$ cat src/design/gdfs_pkg.sv
// gdfs_pkg: shared constants and types of the gate-driver fault supervisor
package gdfs_pkg;

    // reference clock
    localparam int unsigned REF_CLK_PERIOD_NS = 25;

    // restart delay: 0.5 us per picofarad of timing capacitor
    localparam int unsigned RESTART_NS_PER_PF = 500;
    localparam int unsigned RESTART_CAP_PF_DEF = 100;
    localparam int unsigned RESTART_CNT_W = 24;

    // converter clock: 180 kHz, 90 percent high
    localparam int unsigned CONV_CLK_FREQ_KHZ = 180;
    localparam int unsigned CONV_CLK_HIGH_PCT = 90;
    localparam int unsigned CONV_CLK_PERIOD_CYC =
        (1000000 / REF_CLK_PERIOD_NS) / CONV_CLK_FREQ_KHZ;
    localparam int unsigned CONV_CLK_HIGH_CYC =
        (CONV_CLK_PERIOD_CYC * CONV_CLK_HIGH_PCT) / 100;
    localparam int unsigned CONV_PHASE_W = 8;
    // delay from converter clock rise to switch pulse start
    localparam int unsigned CONV_PULSE_DELAY_CYC = 2;

    // soft-start time constant, 2 ms
    localparam int unsigned SOFT_START_US = 2000;
    localparam int unsigned SOFT_START_CYC_DEF =
        (SOFT_START_US * 1000) / REF_CLK_PERIOD_NS;
    localparam int unsigned SOFT_START_CNT_W = 20;

    // on-off keying carrier half period for the transmit pairs
    localparam int unsigned TX_CARRIER_HALF_CYC_DEF = 2;
    localparam int unsigned TX_CARRIER_CNT_W = 8;

    localparam int unsigned NUM_CHAN = 2;
    localparam int unsigned CHAN_A = 0;
    localparam int unsigned CHAN_B = 1;

    // supervisor states, gray along hold -> wait -> run
    typedef enum logic [1:0] {
        GDFS_FAULT_HOLD = 2'b00,
        GDFS_FAULT_WAIT = 2'b01,
        GDFS_RUN        = 2'b11
    } gdfs_state_e;

    // open-drain pin: oe high while the pin is pulled low
    typedef struct packed {
        logic out;
        logic oe;
    } gdfs_od_pin_s;

    // differential modulated transmit pair
    typedef struct packed {
        logic pos;
        logic neg;
    } gdfs_tx_pair_s;

    localparam gdfs_tx_pair_s TX_PAIR_IDLE = '{pos: 1'b0, neg: 1'b0};
    localparam gdfs_od_pin_s  OD_PULL_LOW  = '{out: 1'b0, oe: 1'b1};
    localparam gdfs_od_pin_s  OD_RELEASE   = '{out: 1'b0, oe: 1'b0};

endpackage

$ cat src/design/gdfs_supervisor.sv
// gdfs_supervisor: primary fault supervision, restart timing and soft-start
//
// How it works
// - fault raised when supply under lockout or regulator below power-good
// - both causes ORed into one primary fault
// - primary fault held for restart period even if cause clears sooner
// - restart period is 0.5 us per picofarad, set by a parameter
// - while fault is held both fault outputs pull low
// - while fault is held transmit pairs are zero and converter is off
// - at period end with cause active, stay in fault until it clears
// - at period end with no cause, leave fault, enable converter and data
// - after fault exit each channel waits for next rising pwm input edge
// - fault A is primary or secondary A; fault B primary or secondary B
// - at power-up everything is held in fault state, outputs low
// - normal operation only with power-good and supply above upper level
// - 2 ms soft-start on every power-up and every fault exit
// - converter clock rise starts switch pulse after delay; high time caps duty
// - converter clock defaults to 180 kHz with 90 percent high
// - fault outputs are open drain, only pulling low
// - low fault output means fault, so wired outputs form a fault-OR
// - internal pwm forced to zero from the second cycle of a primary fault to its end
`timescale 1ns/10ps
module gdfs_supervisor
    import gdfs_pkg::*;
#(
    parameter int unsigned RESTART_CAP_PF    = RESTART_CAP_PF_DEF,
    parameter int unsigned SOFT_START_CYC    = SOFT_START_CYC_DEF,
    parameter int unsigned TX_CARRIER_HALF   = TX_CARRIER_HALF_CYC_DEF
) (
    input  wire logic                  i_ref_clk,
    input  wire logic                  i_rst_n,
    input  wire logic                  i_supply_above_lockout,
    input  wire logic                  i_vdd_power_good,
    input  wire logic [NUM_CHAN-1:0]   i_pwm_input_chan,
    input  wire logic [NUM_CHAN-1:0]   i_sec_fault,
    output gdfs_od_pin_s               o_fault_out_chan_a,
    output gdfs_od_pin_s               o_fault_out_chan_b,
    output gdfs_tx_pair_s              o_mod_tx_pair_a,
    output gdfs_tx_pair_s              o_mod_tx_pair_b,
    output logic                       o_converter_switch_drive,
    output logic                       o_converter_clock,
    output logic                       o_primary_fault
);

    localparam longint unsigned RESTART_CYC_L =
        (longint'(RESTART_CAP_PF) * RESTART_NS_PER_PF) / REF_CLK_PERIOD_NS;
    localparam logic [RESTART_CNT_W-1:0] RESTART_LOAD =
        RESTART_CNT_W'(RESTART_CYC_L - 1);
    localparam int unsigned SS_STEP_CYC = SOFT_START_CYC / CONV_CLK_HIGH_CYC;
    localparam logic [SOFT_START_CNT_W-1:0] SS_STEP_LAST =
        SOFT_START_CNT_W'(SS_STEP_CYC - 1);
    localparam logic [CONV_PHASE_W-1:0] PHASE_LAST =
        CONV_PHASE_W'(CONV_CLK_PERIOD_CYC - 1);
    localparam logic [CONV_PHASE_W-1:0] PHASE_HIGH =
        CONV_PHASE_W'(CONV_CLK_HIGH_CYC);
    localparam logic [CONV_PHASE_W-1:0] PHASE_DELAY =
        CONV_PHASE_W'(CONV_PULSE_DELAY_CYC);
    localparam logic [TX_CARRIER_CNT_W-1:0] CARRIER_LAST =
        TX_CARRIER_CNT_W'(TX_CARRIER_HALF - 1);

    // refuse values the counters cannot hold
    generate
        if (RESTART_CYC_L < 1 || RESTART_CYC_L > (64'd1 << RESTART_CNT_W)) begin : g_bad_restart
            $error("restart capacitor value out of counter range");
        end
        if (SS_STEP_CYC < 1 || SS_STEP_CYC > (1 << SOFT_START_CNT_W)) begin : g_bad_ss
            $error("soft-start length out of counter range");
        end
        if (TX_CARRIER_HALF < 1 || TX_CARRIER_HALF > (1 << TX_CARRIER_CNT_W)) begin : g_bad_tx
            $error("carrier half period out of counter range");
        end
        if (CONV_CLK_PERIOD_CYC > (1 << CONV_PHASE_W)) begin : g_bad_conv
            $error("converter clock period out of phase counter range");
        end
        if (CONV_CLK_HIGH_CYC >= CONV_CLK_PERIOD_CYC) begin : g_bad_high
            $error("converter clock high time leaves no low phase");
        end
        if (CONV_CLK_HIGH_CYC <= CONV_PULSE_DELAY_CYC) begin : g_bad_pulse
            $error("pulse delay leaves no on-time inside the clock high time");
        end
    endgenerate

    // input synchronisers
    logic [1:0] uv_sync_reg;
    logic [1:0] pg_sync_reg;

    // both reset to the fault side, so start-up never sees a false good supply
    always_ff @(posedge i_ref_clk) begin
        if (!i_rst_n) begin
            uv_sync_reg <= 2'h3;
        end else begin
            uv_sync_reg <= {uv_sync_reg[0], ~i_supply_above_lockout};
        end
    end

    always_ff @(posedge i_ref_clk) begin
        if (!i_rst_n) begin
            pg_sync_reg <= 2'h0;
        end else begin
            pg_sync_reg <= {pg_sync_reg[0], i_vdd_power_good};
        end
    end

    logic fault_cause;
    assign fault_cause = uv_sync_reg[1] | ~pg_sync_reg[1];

    // supervisor state and restart timer
    gdfs_state_e               state_reg;
    gdfs_state_e               state_next;
    logic [RESTART_CNT_W-1:0]  restart_cnt_reg;

    always_comb begin
        state_next = state_reg;
        unique case (state_reg)
            GDFS_FAULT_HOLD: begin
                if (restart_cnt_reg == '0) begin
                    state_next = fault_cause ? GDFS_FAULT_WAIT : GDFS_RUN;
                end
            end
            GDFS_FAULT_WAIT: begin
                if (!fault_cause) begin
                    state_next = GDFS_RUN;
                end
            end
            GDFS_RUN: begin
                if (fault_cause) begin
                    state_next = GDFS_FAULT_HOLD;
                end
            end
        endcase
    end

    // reset lands in hold so start-up behaves like a fault
    always_ff @(posedge i_ref_clk) begin
        if (!i_rst_n) begin
            state_reg <= GDFS_FAULT_HOLD;
        end else begin
            state_reg <= state_next;
        end
    end

    // a cause seen while held does not reload; the period runs from first entry
    always_ff @(posedge i_ref_clk) begin
        if (!i_rst_n) begin
            restart_cnt_reg <= RESTART_LOAD;
        end else if (state_reg == GDFS_RUN && fault_cause) begin
            restart_cnt_reg <= RESTART_LOAD;
        end else if (state_reg == GDFS_FAULT_HOLD && restart_cnt_reg != '0) begin
            restart_cnt_reg <= restart_cnt_reg - 1'b1;
        end
    end

    logic run_next;
    assign run_next = (state_next == GDFS_RUN);

    // pwm arming per channel and on-off keyed transmit
    logic [TX_CARRIER_CNT_W-1:0] carrier_cnt_reg;
    logic                        carrier_reg;

    // carrier runs free so the first mark after arming has a clean phase
    always_ff @(posedge i_ref_clk) begin
        if (!i_rst_n) begin
            carrier_cnt_reg <= '0;
            carrier_reg     <= 1'b0;
        end else if (carrier_cnt_reg == CARRIER_LAST) begin
            carrier_cnt_reg <= '0;
            carrier_reg     <= ~carrier_reg;
        end else begin
            carrier_cnt_reg <= carrier_cnt_reg + 1'b1;
        end
    end

    logic [NUM_CHAN-1:0] pwm_prev_reg;
    logic [NUM_CHAN-1:0] pwm_armed_reg;
    logic [NUM_CHAN-1:0] pwm_int;
    gdfs_tx_pair_s       tx_reg [NUM_CHAN];
    gdfs_od_pin_s        fault_reg [NUM_CHAN];

    genvar ch;
    generate
        for (ch = 0; ch < NUM_CHAN; ch++) begin : g_chan
            // resets high so a line already high at reset is no edge
            always_ff @(posedge i_ref_clk) begin
                if (!i_rst_n) begin
                    pwm_prev_reg[ch] <= 1'b1;
                end else begin
                    pwm_prev_reg[ch] <= i_pwm_input_chan[ch];
                end
            end

            always_ff @(posedge i_ref_clk) begin
                if (!i_rst_n) begin
                    pwm_armed_reg[ch] <= 1'b0;
                end else if (state_reg != GDFS_RUN) begin
                    pwm_armed_reg[ch] <= 1'b0;
                end else if (i_pwm_input_chan[ch] && !pwm_prev_reg[ch]) begin
                    pwm_armed_reg[ch] <= 1'b1;
                end
            end

            // a level already high at fault exit does not count as an edge
            assign pwm_int[ch] = pwm_armed_reg[ch] & i_pwm_input_chan[ch];

            always_ff @(posedge i_ref_clk) begin
                if (!i_rst_n) begin
                    tx_reg[ch] <= TX_PAIR_IDLE;
                end else if (run_next && pwm_int[ch]) begin
                    tx_reg[ch] <= '{pos: carrier_reg, neg: ~carrier_reg};
                end else begin
                    tx_reg[ch] <= TX_PAIR_IDLE;
                end
            end

            // looks at the next state so the pins move with the primary fault flag
            always_ff @(posedge i_ref_clk) begin
                if (!i_rst_n) begin
                    fault_reg[ch] <= OD_PULL_LOW;
                end else if (!run_next || i_sec_fault[ch]) begin
                    fault_reg[ch] <= OD_PULL_LOW;
                end else begin
                    fault_reg[ch] <= OD_RELEASE;
                end
            end
        end
    endgenerate

    // converter clock: free-running phase counter
    logic [CONV_PHASE_W-1:0] phase_reg;

    always_ff @(posedge i_ref_clk) begin
        if (!i_rst_n) begin
            // last phase, so the first high time after reset is full length
            phase_reg <= PHASE_LAST;
        end else if (phase_reg == PHASE_LAST) begin
            phase_reg <= '0;
        end else begin
            phase_reg <= phase_reg + 1'b1;
        end
    end

    // soft-start: allowed on-time grows one cycle per step up to the clock high time
    logic [SOFT_START_CNT_W-1:0] ss_cnt_reg;
    logic [CONV_PHASE_W-1:0]     ss_limit_reg;

    always_ff @(posedge i_ref_clk) begin
        if (!i_rst_n || state_reg != GDFS_RUN) begin
            ss_cnt_reg   <= '0;
            ss_limit_reg <= PHASE_DELAY;
        end else if (ss_limit_reg != PHASE_HIGH) begin
            if (ss_cnt_reg == SS_STEP_LAST) begin
                ss_cnt_reg   <= '0;
                ss_limit_reg <= ss_limit_reg + 1'b1;
            end else begin
                ss_cnt_reg <= ss_cnt_reg + 1'b1;
            end
        end
    end

    function automatic logic [CONV_PHASE_W-1:0] phase_next_f(
        input logic [CONV_PHASE_W-1:0] p
    );
        phase_next_f = (p == PHASE_LAST) ? '0 : p + 1'b1;
    endfunction

    logic conv_clk_next;
    logic drive_next;
    assign conv_clk_next = (phase_next_f(phase_reg) < PHASE_HIGH);
    // pulse opens after the delay from clock rise, closes by soft-start or clock fall
    assign drive_next = run_next && (state_reg == GDFS_RUN)
                        && (phase_next_f(phase_reg) >= PHASE_DELAY)
                        && (phase_next_f(phase_reg) < ss_limit_reg);

    always_ff @(posedge i_ref_clk) begin
        if (!i_rst_n) begin
            o_converter_clock <= 1'b0;
        end else begin
            o_converter_clock <= conv_clk_next;
        end
    end

    always_ff @(posedge i_ref_clk) begin
        if (!i_rst_n) begin
            o_converter_switch_drive <= 1'b0;
        end else begin
            o_converter_switch_drive <= drive_next;
        end
    end

    always_ff @(posedge i_ref_clk) begin
        if (!i_rst_n) begin
            o_primary_fault <= 1'b1;
        end else begin
            o_primary_fault <= !run_next;
        end
    end

    assign o_fault_out_chan_a = fault_reg[CHAN_A];
    assign o_fault_out_chan_b = fault_reg[CHAN_B];
    assign o_mod_tx_pair_a    = tx_reg[CHAN_A];
    assign o_mod_tx_pair_b    = tx_reg[CHAN_B];

endmodule
$ cat config.mk
export PLATFORM = sky130hd
export DESIGN_NAME = gdfs_supervisor
export DESIGN_NICKNAME = d
export VERILOG_FILES = /design/src/design/gdfs_pkg.sv /design/src/design/gdfs_supervisor.sv
export SDC_FILE = /design/constraint.sdc
export NUM_CORES = 1
export LEC_CHECK = 0
export ABC_AREA = 1
export ABC_CLOCK_PERIOD_IN_PS = 5050
export BUFFER_PORTS_ARGS = -buffer_cell sky130_fd_sc_hd__buf_2
export CORE_MARGIN = 5
export CORE_UTILIZATION = 55
export DETAILED_ROUTE_END_ITERATION = 16
export GPL_ROUTABILITY_DRIVEN = 0
export PLACE_DENSITY = 0.72
export RECOVER_POWER = 100
export SYNTH_ARGS = -nofsm -noshare
export SYNTH_HDL_FRONTEND = slang
export SYNTH_SLANG_ARGS = --single-unit
export TNS_END_PERCENT = 5
$ cat constraint.sdc
create_clock -name i_ref_clk -period 5.05 [get_ports i_ref_clk]
set_clock_uncertainty 0.05 [all_clocks]
set_input_delay 0.505 -clock i_ref_clk [delete_from_list [all_inputs] [get_ports i_ref_clk]]
set_output_delay 0.505 -clock i_ref_clk [all_outputs]
set_load 0.02 [all_outputs]
* Yosys cells after proc, flatten, opt, wreduce, memory -nomap -nowiden *
Memories as Yosys holds them, arrays and structs flattened.
Index checks and enable logic that the tools add are counted.
Widths: inputs -> output; s select.

operators by class
  add/sub/neg operators = 5
  magnitude comparators = 3
  equality and inequality tests = 8
  mux-type cells = 40
  bitwise operators = 15
  reduce and logical (&&, ||, !) cells = 23

operators by type and width
  cell                   number
  $mux 1                 29
  $add 8x1->8 const B    3
  $logic_not 24->1       1
  $reduce_bool 24->1     1
  $sub 24x1->24 const B  1
  $add 20x1->20 const B  1
  $eq 20x9->1 const B    1
  $mux 20                1
  $mux 2                 8
  $logic_and 1x1->1      9
  $or 1x1->1             9
  $eq 8x1->1 const B     1
  $eq 8x8->1 const B     1
  $ge 8x2->1 const B     1
  $lt 8x8->1             1
  $lt 8x8->1 const B     1
  $mux 8                 1
  $ne 8x8->1 const B     1
  $pmux 2 s3             1
  $reduce_or 2->1        3
  $eq 2x2->1 const B     2
  $logic_not 1->1        4
  $not 1->1              4
  $logic_or 1x1->1       3
  5 further kinds        6

storage, ports and cells
  register bits = 82
  bits in writable memories = 6
  bits of input ports = 8
  output and inout port bits = 11
  word-level logic and storage cells = 112
  memories = 2

memories
  name       depth  width  rd ports  clocked after Yosys merged registers in  wr ports  line                    source
  tx_reg     2      2      2         0                                        2         gdfs_supervisor.sv:176  gdfs_tx_pair_s tx_reg [NUM_CHAN];
  fault_reg  2      1      2         0                                        2         gdfs_supervisor.sv:177  gdfs_od_pin_s fault_reg [NUM_CHAN];

* Depth between registers and ports, before layout *
  word-level depth = 13
  gate-level depth with buffers = 15
  mapped depth without buffers = 15

* Least setup slack after synthesis *
No wires, ideal clock.

  path kind = register to register
  start point = reg phase_reg[0]
  end point = reg o_converter_switch_drive
  library setup time = 0.064 ns
  arrival time = 1.689 ns
  data required time = 4.936 ns
  setup slack = 3.248 ns
  cell stages (with the launch flop) = 12
  buffers on the path = 0
  period minus slack after synthesis = 1.802 ns
  path through = dfxtp_1 -> ha_1 -> inv_1 -> nor2_1 -> nand2_2 -> nand3_1 -> inv_1 -> ha_1 -> a21oi_1 -> a21boi_0 -> nand3_1 -> nor2_1

on the way
  cells in the longest elaborated chain, start to end = 5
  elaborated cells on any way between the ends = 7
  classes of those cells = 1 x add/sub; 2 x order compare; 1 x eq/ne; 1 x mux; 2 x reduce/logical

RTL lines
  what                                       line                    source
  start: declaration                         gdfs_supervisor.sv:228  logic [CONV_PHASE_W-1:0] phase_reg;
  start signal: assignment                   gdfs_supervisor.sv:237  phase_reg <= phase_reg + 1'b1;
  $add 8x1->8 or $eq 8x8->1 (tied branches)  gdfs_supervisor.sv:262  phase_next_f = (p == PHASE_LAST) ? '0 : p + 1'b1;
  $mux 8 (*)                                 gdfs_supervisor.sv:262
  $ge 8x2->1                                 gdfs_supervisor.sv:270  && (phase_next_f(phase_reg) >= PHASE_DELAY)
  $logic_and 1x1->1                          gdfs_supervisor.sv:270
  $logic_and 1x1->1 (*)                      gdfs_supervisor.sv:271  && (phase_next_f(phase_reg) < ss_limit_reg);
  end signal: assignment                     gdfs_supervisor.sv:285  o_converter_switch_drive <= drive_next;
  end: declaration                           gdfs_supervisor.sv:40   output logic o_converter_switch_drive,

Every way passes the cells marked *; elsewhere a longest branch is shown, timed or not.
A chain may end at the register's enable or synchronous reset.

* Worst setup path in the final report *
  start point = reg ss_limit_reg[0]
  end point = reg ss_cnt_reg[8]

on the way
  cells in the longest elaborated chain, start to end = 1

RTL lines
  what                      line                    source
  start: declaration        gdfs_supervisor.sv:243  logic [CONV_PHASE_W-1:0] ss_limit_reg;
  start signal: assignment  gdfs_supervisor.sv:252  ss_limit_reg <= ss_limit_reg + 1'b1;
  $ne 8x8->1                gdfs_supervisor.sv:249  end else if (ss_limit_reg != PHASE_HIGH) begin
  end signal: assignment    gdfs_supervisor.sv:254  ss_cnt_reg <= ss_cnt_reg + 1'b1;
  end: declaration          gdfs_supervisor.sv:242  logic [SOFT_START_CNT_W-1:0] ss_cnt_reg;

Every way passes these cells.

==> summary.md <==
| Metric | Value |
|---|---|
| Status | finished clean |
| Max incr delay on CP | 1.08 ns |
| Simple-Gate Fraction of Synth Area | between 30% and 40% |
| Total clock buffers created by CTS | 9 |
| Design area | ~5000 um^2 |
| Met2 wire length | 4312 um |
| Post-Synth XOR/XNOR Area | 3.858% |
| CTS H-Tree Depth | 3 |
| Crit path time final | approximately 3.2 ns |
| Layout cells sized above 1 | 6.590% |
| DRC Markers | 0 |
| Yosys reg bits | 88 |
| Clock Sinks | 88 |
| DIE AREA | 10630 um^2 |
| Core Footprint | 8593 um^2 |
| DR vias | 4135 |
| Unrepaired setup endpoints after global routing | no |
| Vias/cell | 5.130 |
| Sw Pwr | 0.0005159 W |
| Nets | around 720 |
| Wirelength, routed | ~9600 um |
| GRT Total Usage | 18.90% |
| Ys Warns | 0 |
| Final worst-path cycle share | a little under two thirds |
| Pwr per Cell Area | 336.0 nW/um^2 |
| Synth cell types | 44 |
| Met3 routed WL | 461 um |
| Syn-to-layout area delta | 5.617% |
| Crit end category | flip-flop |
| Mapped cell area | 4767 um^2 |
| M1 wire length | 4615 um |
| Synth Area in Adders | 3.937% |
| Commonest non-fill, non-tap cells in the layout | 161 x nand2_1, 90 x inv_1, 86 x nor2_1 |
| Slowest cell on the critical path | nor3_1 |
| Ant diodes | 0 |
| CTS clk-pin slew, worst paths | 0.08 ns |
| Die width | 103.1 um |
| Synth async-reset ratio | 0% |
| Worst-Margin Slew | 1.417 ns |
| Pint | around 0.0012 W |
| Max clock buf depth | 2 |
| Clk_lat worst skew | approximately 0.35 ns |
| Initial antenna violation count | 0 |
| Largest fanout on the critical path | 11 |
| Vias in the first global route | around 3700 |
| Area after DPL | between 4000 and 5000 um^2 |
| Number of synthesized flops with an enable pin | 6 |
| Hold Crit Class | primary input to flip-flop |
| Rows | 34 |
| Pleak | 1.992 nW |
| Comb pwr share | 21.8% |
| Seq/Total Area, Yosys | a little under two fifths |
| Max layer used | met4 |
| Final Setup Violations | 0 |
| Crit path DAT | 3.44 ns |
| Antenna viol nets, final | 0 |
| Post-synthesis mux area share | 0% |
| Commonest non-fill, non-tap cell in the layout | nand2_1 |
| Setup CP Type | flip-flop to flip-flop |
| # hold bufs at CTS | 0 |
| Sw Ratio | a little under a third |
| Post_cts resized | 0 |
| Sequential share of power | 46.0% |
| Cells after synthesis | approximately 670 |
| Hpwl dp | 7093 um |
| Largest net degree at the start of global routing | 23 |
| TNS Setup | 0 ns |
| Global-route wire length before repair | 16130 um |
| Clk root buf | clkbuf_8 |
| Worst EP required | roughly 5.3 ns |
| Main synth FF type | dfxtp_1 |
| Fin. max-slew vios | 0 |
| Final Hold Viols | 0 |
| Max-Slew Margin vs Limit | 4.828% |
| IO Port Bufs | 16 |
| # Post-CTS Setup Buffers | 0 |
| DR pass1 iterations | 5 |
| Die Ht | 103.1 um |
| Placed Cells | 791 |
| Crit start category | flip-flop |
| Non-Filler Instances | 806 |
| Boundary Pins | 19 |
| Syn Area/Cell | 7.073 um^2 |
| Clock power frac | between 30% and 40% |
| Largest family of logic cells by synthesized area | simple AND/OR/NAND/NOR gates |
| Max FFs per register | 24 |
| WL per Instance | 11.86 um |
| CTS tree | yes |
| Fmax achieved | 309.5 MHz |
| Initial DRC count | ~180 |
| Cell Chain, Critical Path | ha_1 -> nand3_1 -> nor3_1 -> o21ai_0 -> nor3b_1 |
| GR Overflow Total | 0 |
| Max Cap Viol | 0 |
| Starting Density | 55.47% |
| Peak supply drop | 0.1402 mV |
| Synth Area in Compound Gates | ~7.5% |
## critical path, delay by kind of cell, from the launching register on
| family | cells | cell delay [ns] |
|---|---|---|
| flops | 1 | 0.40 |
| simple gates | 3 | 1.56 |
| fa+ha+maj | 1 | 0.26 |
| compound gates | 1 | 0.86 |
## power groups by stage
stage | clock network [W] | logic, W | registers, W
3_5_place_dp | 0 | 0.000377 | 0.000794
6_report | 0.000545 | 0.000369 | 0.000779
3_3_place_gp | 0 | 0.000362 | 0.000793
5_1_grt | 0.000582 | 0.000438 | 0.000786
2_1_floorplan | 0 | 0.000301 | 0.000789
4_1_cts | 0.000555 | 0.000380 | 0.000778
## through the flow
stage	power (W)	setup slack (ns)	hold WS, ns	utilization [%]
floorplan	0.001090	3.248	0.3405	-
global placement	0.001155	2.721	0.3450	56.95
detailed placement	0.001171	2.641	0.3548	56.95
CTS	0.001714	2.625	0.2700	59.51
global route	0.001806	1.443	0.2742	58.59
finish	0.001692	1.819	0.2795	58.59
## cells by family (layout without fill, tap and decap cells)
kind of cell / count (synthesis) / count (layout)
flops: 88 / 88
compound gates: 62 / 62
buf+inv: 105 / 123
xor+xnor: 21 / 21
other cells: 2 / 8
fa+ha+maj: 15 / 15
simple gates: 381 / 381
## worst paths after layout
kind                          start        endpoint  slack (ns)  cells past startpoint
max reg2reg         ss_limit_reg[0]   ss_cnt_reg[8]        1.82                      5
min reg2reg          pg_sync_reg[0]  pg_sync_reg[1]        0.37                      2
max                 ss_limit_reg[0]   ss_cnt_reg[8]        1.82                      5
min          i_supply_above_lockout  uv_sync_reg[0]        0.28                      2
## final cells by class
cell class,instances,area [um^2]
fillers,816,3558
repair buffers,16,67.56
clock buffers,12,155.1
well taps,108,135.1
multi-input cells,487,2445
flip-flops and latches,88,1822
inverters,92,345.3
clock inverters,3,65.06
## per-layer routing
| metal | vias to the layer above | GRT usage [%] |
|---|---|---|
| met5 | - | 0 |
| met1 | 1859 | 25.45 |
| met3 | 12 | 3.112 |
| met2 | 84 | 30.00 |
| met4 | 0 | 8.068 |
| li1 | 2180 | - |
## synthesized netlist by cell type (2+ instances only)
master    instances  area (um^2)
nand2_1         158        593.1
inv_1            86        322.8
nor2_1           85        319.1
dfxtp_1          82         1642
nand3_1          56        280.3
a21oi_1          32        160.2
nor3_1           23        115.1
o21ai_0          16        80.08
ha_1             15        187.7
xor2_1           14        122.6
nand4_1          13        81.33
a21oi_2           9        78.83
nand2_2           8        50.05
xnor2_1           7        61.31
edfxtp_1          6        180.2
nor3b_1           6        45.04
buf_4             5        37.54
inv_2             5        18.77
nor4_1            5        31.28
nor2_2            4        25.02
nor2_4            4        45.04
or2_2             4        25.02
or2_1             3        18.77
a211oi_1          2        15.01
buf_6             2        22.52
clkbuf_1          2        7.510
conb_1            2        7.510
nand3b_1          2        15.01
nor3_2            2        20.02
nor3b_2           2        25.02
Note: power is estimated with default switching activity, not from simulation.
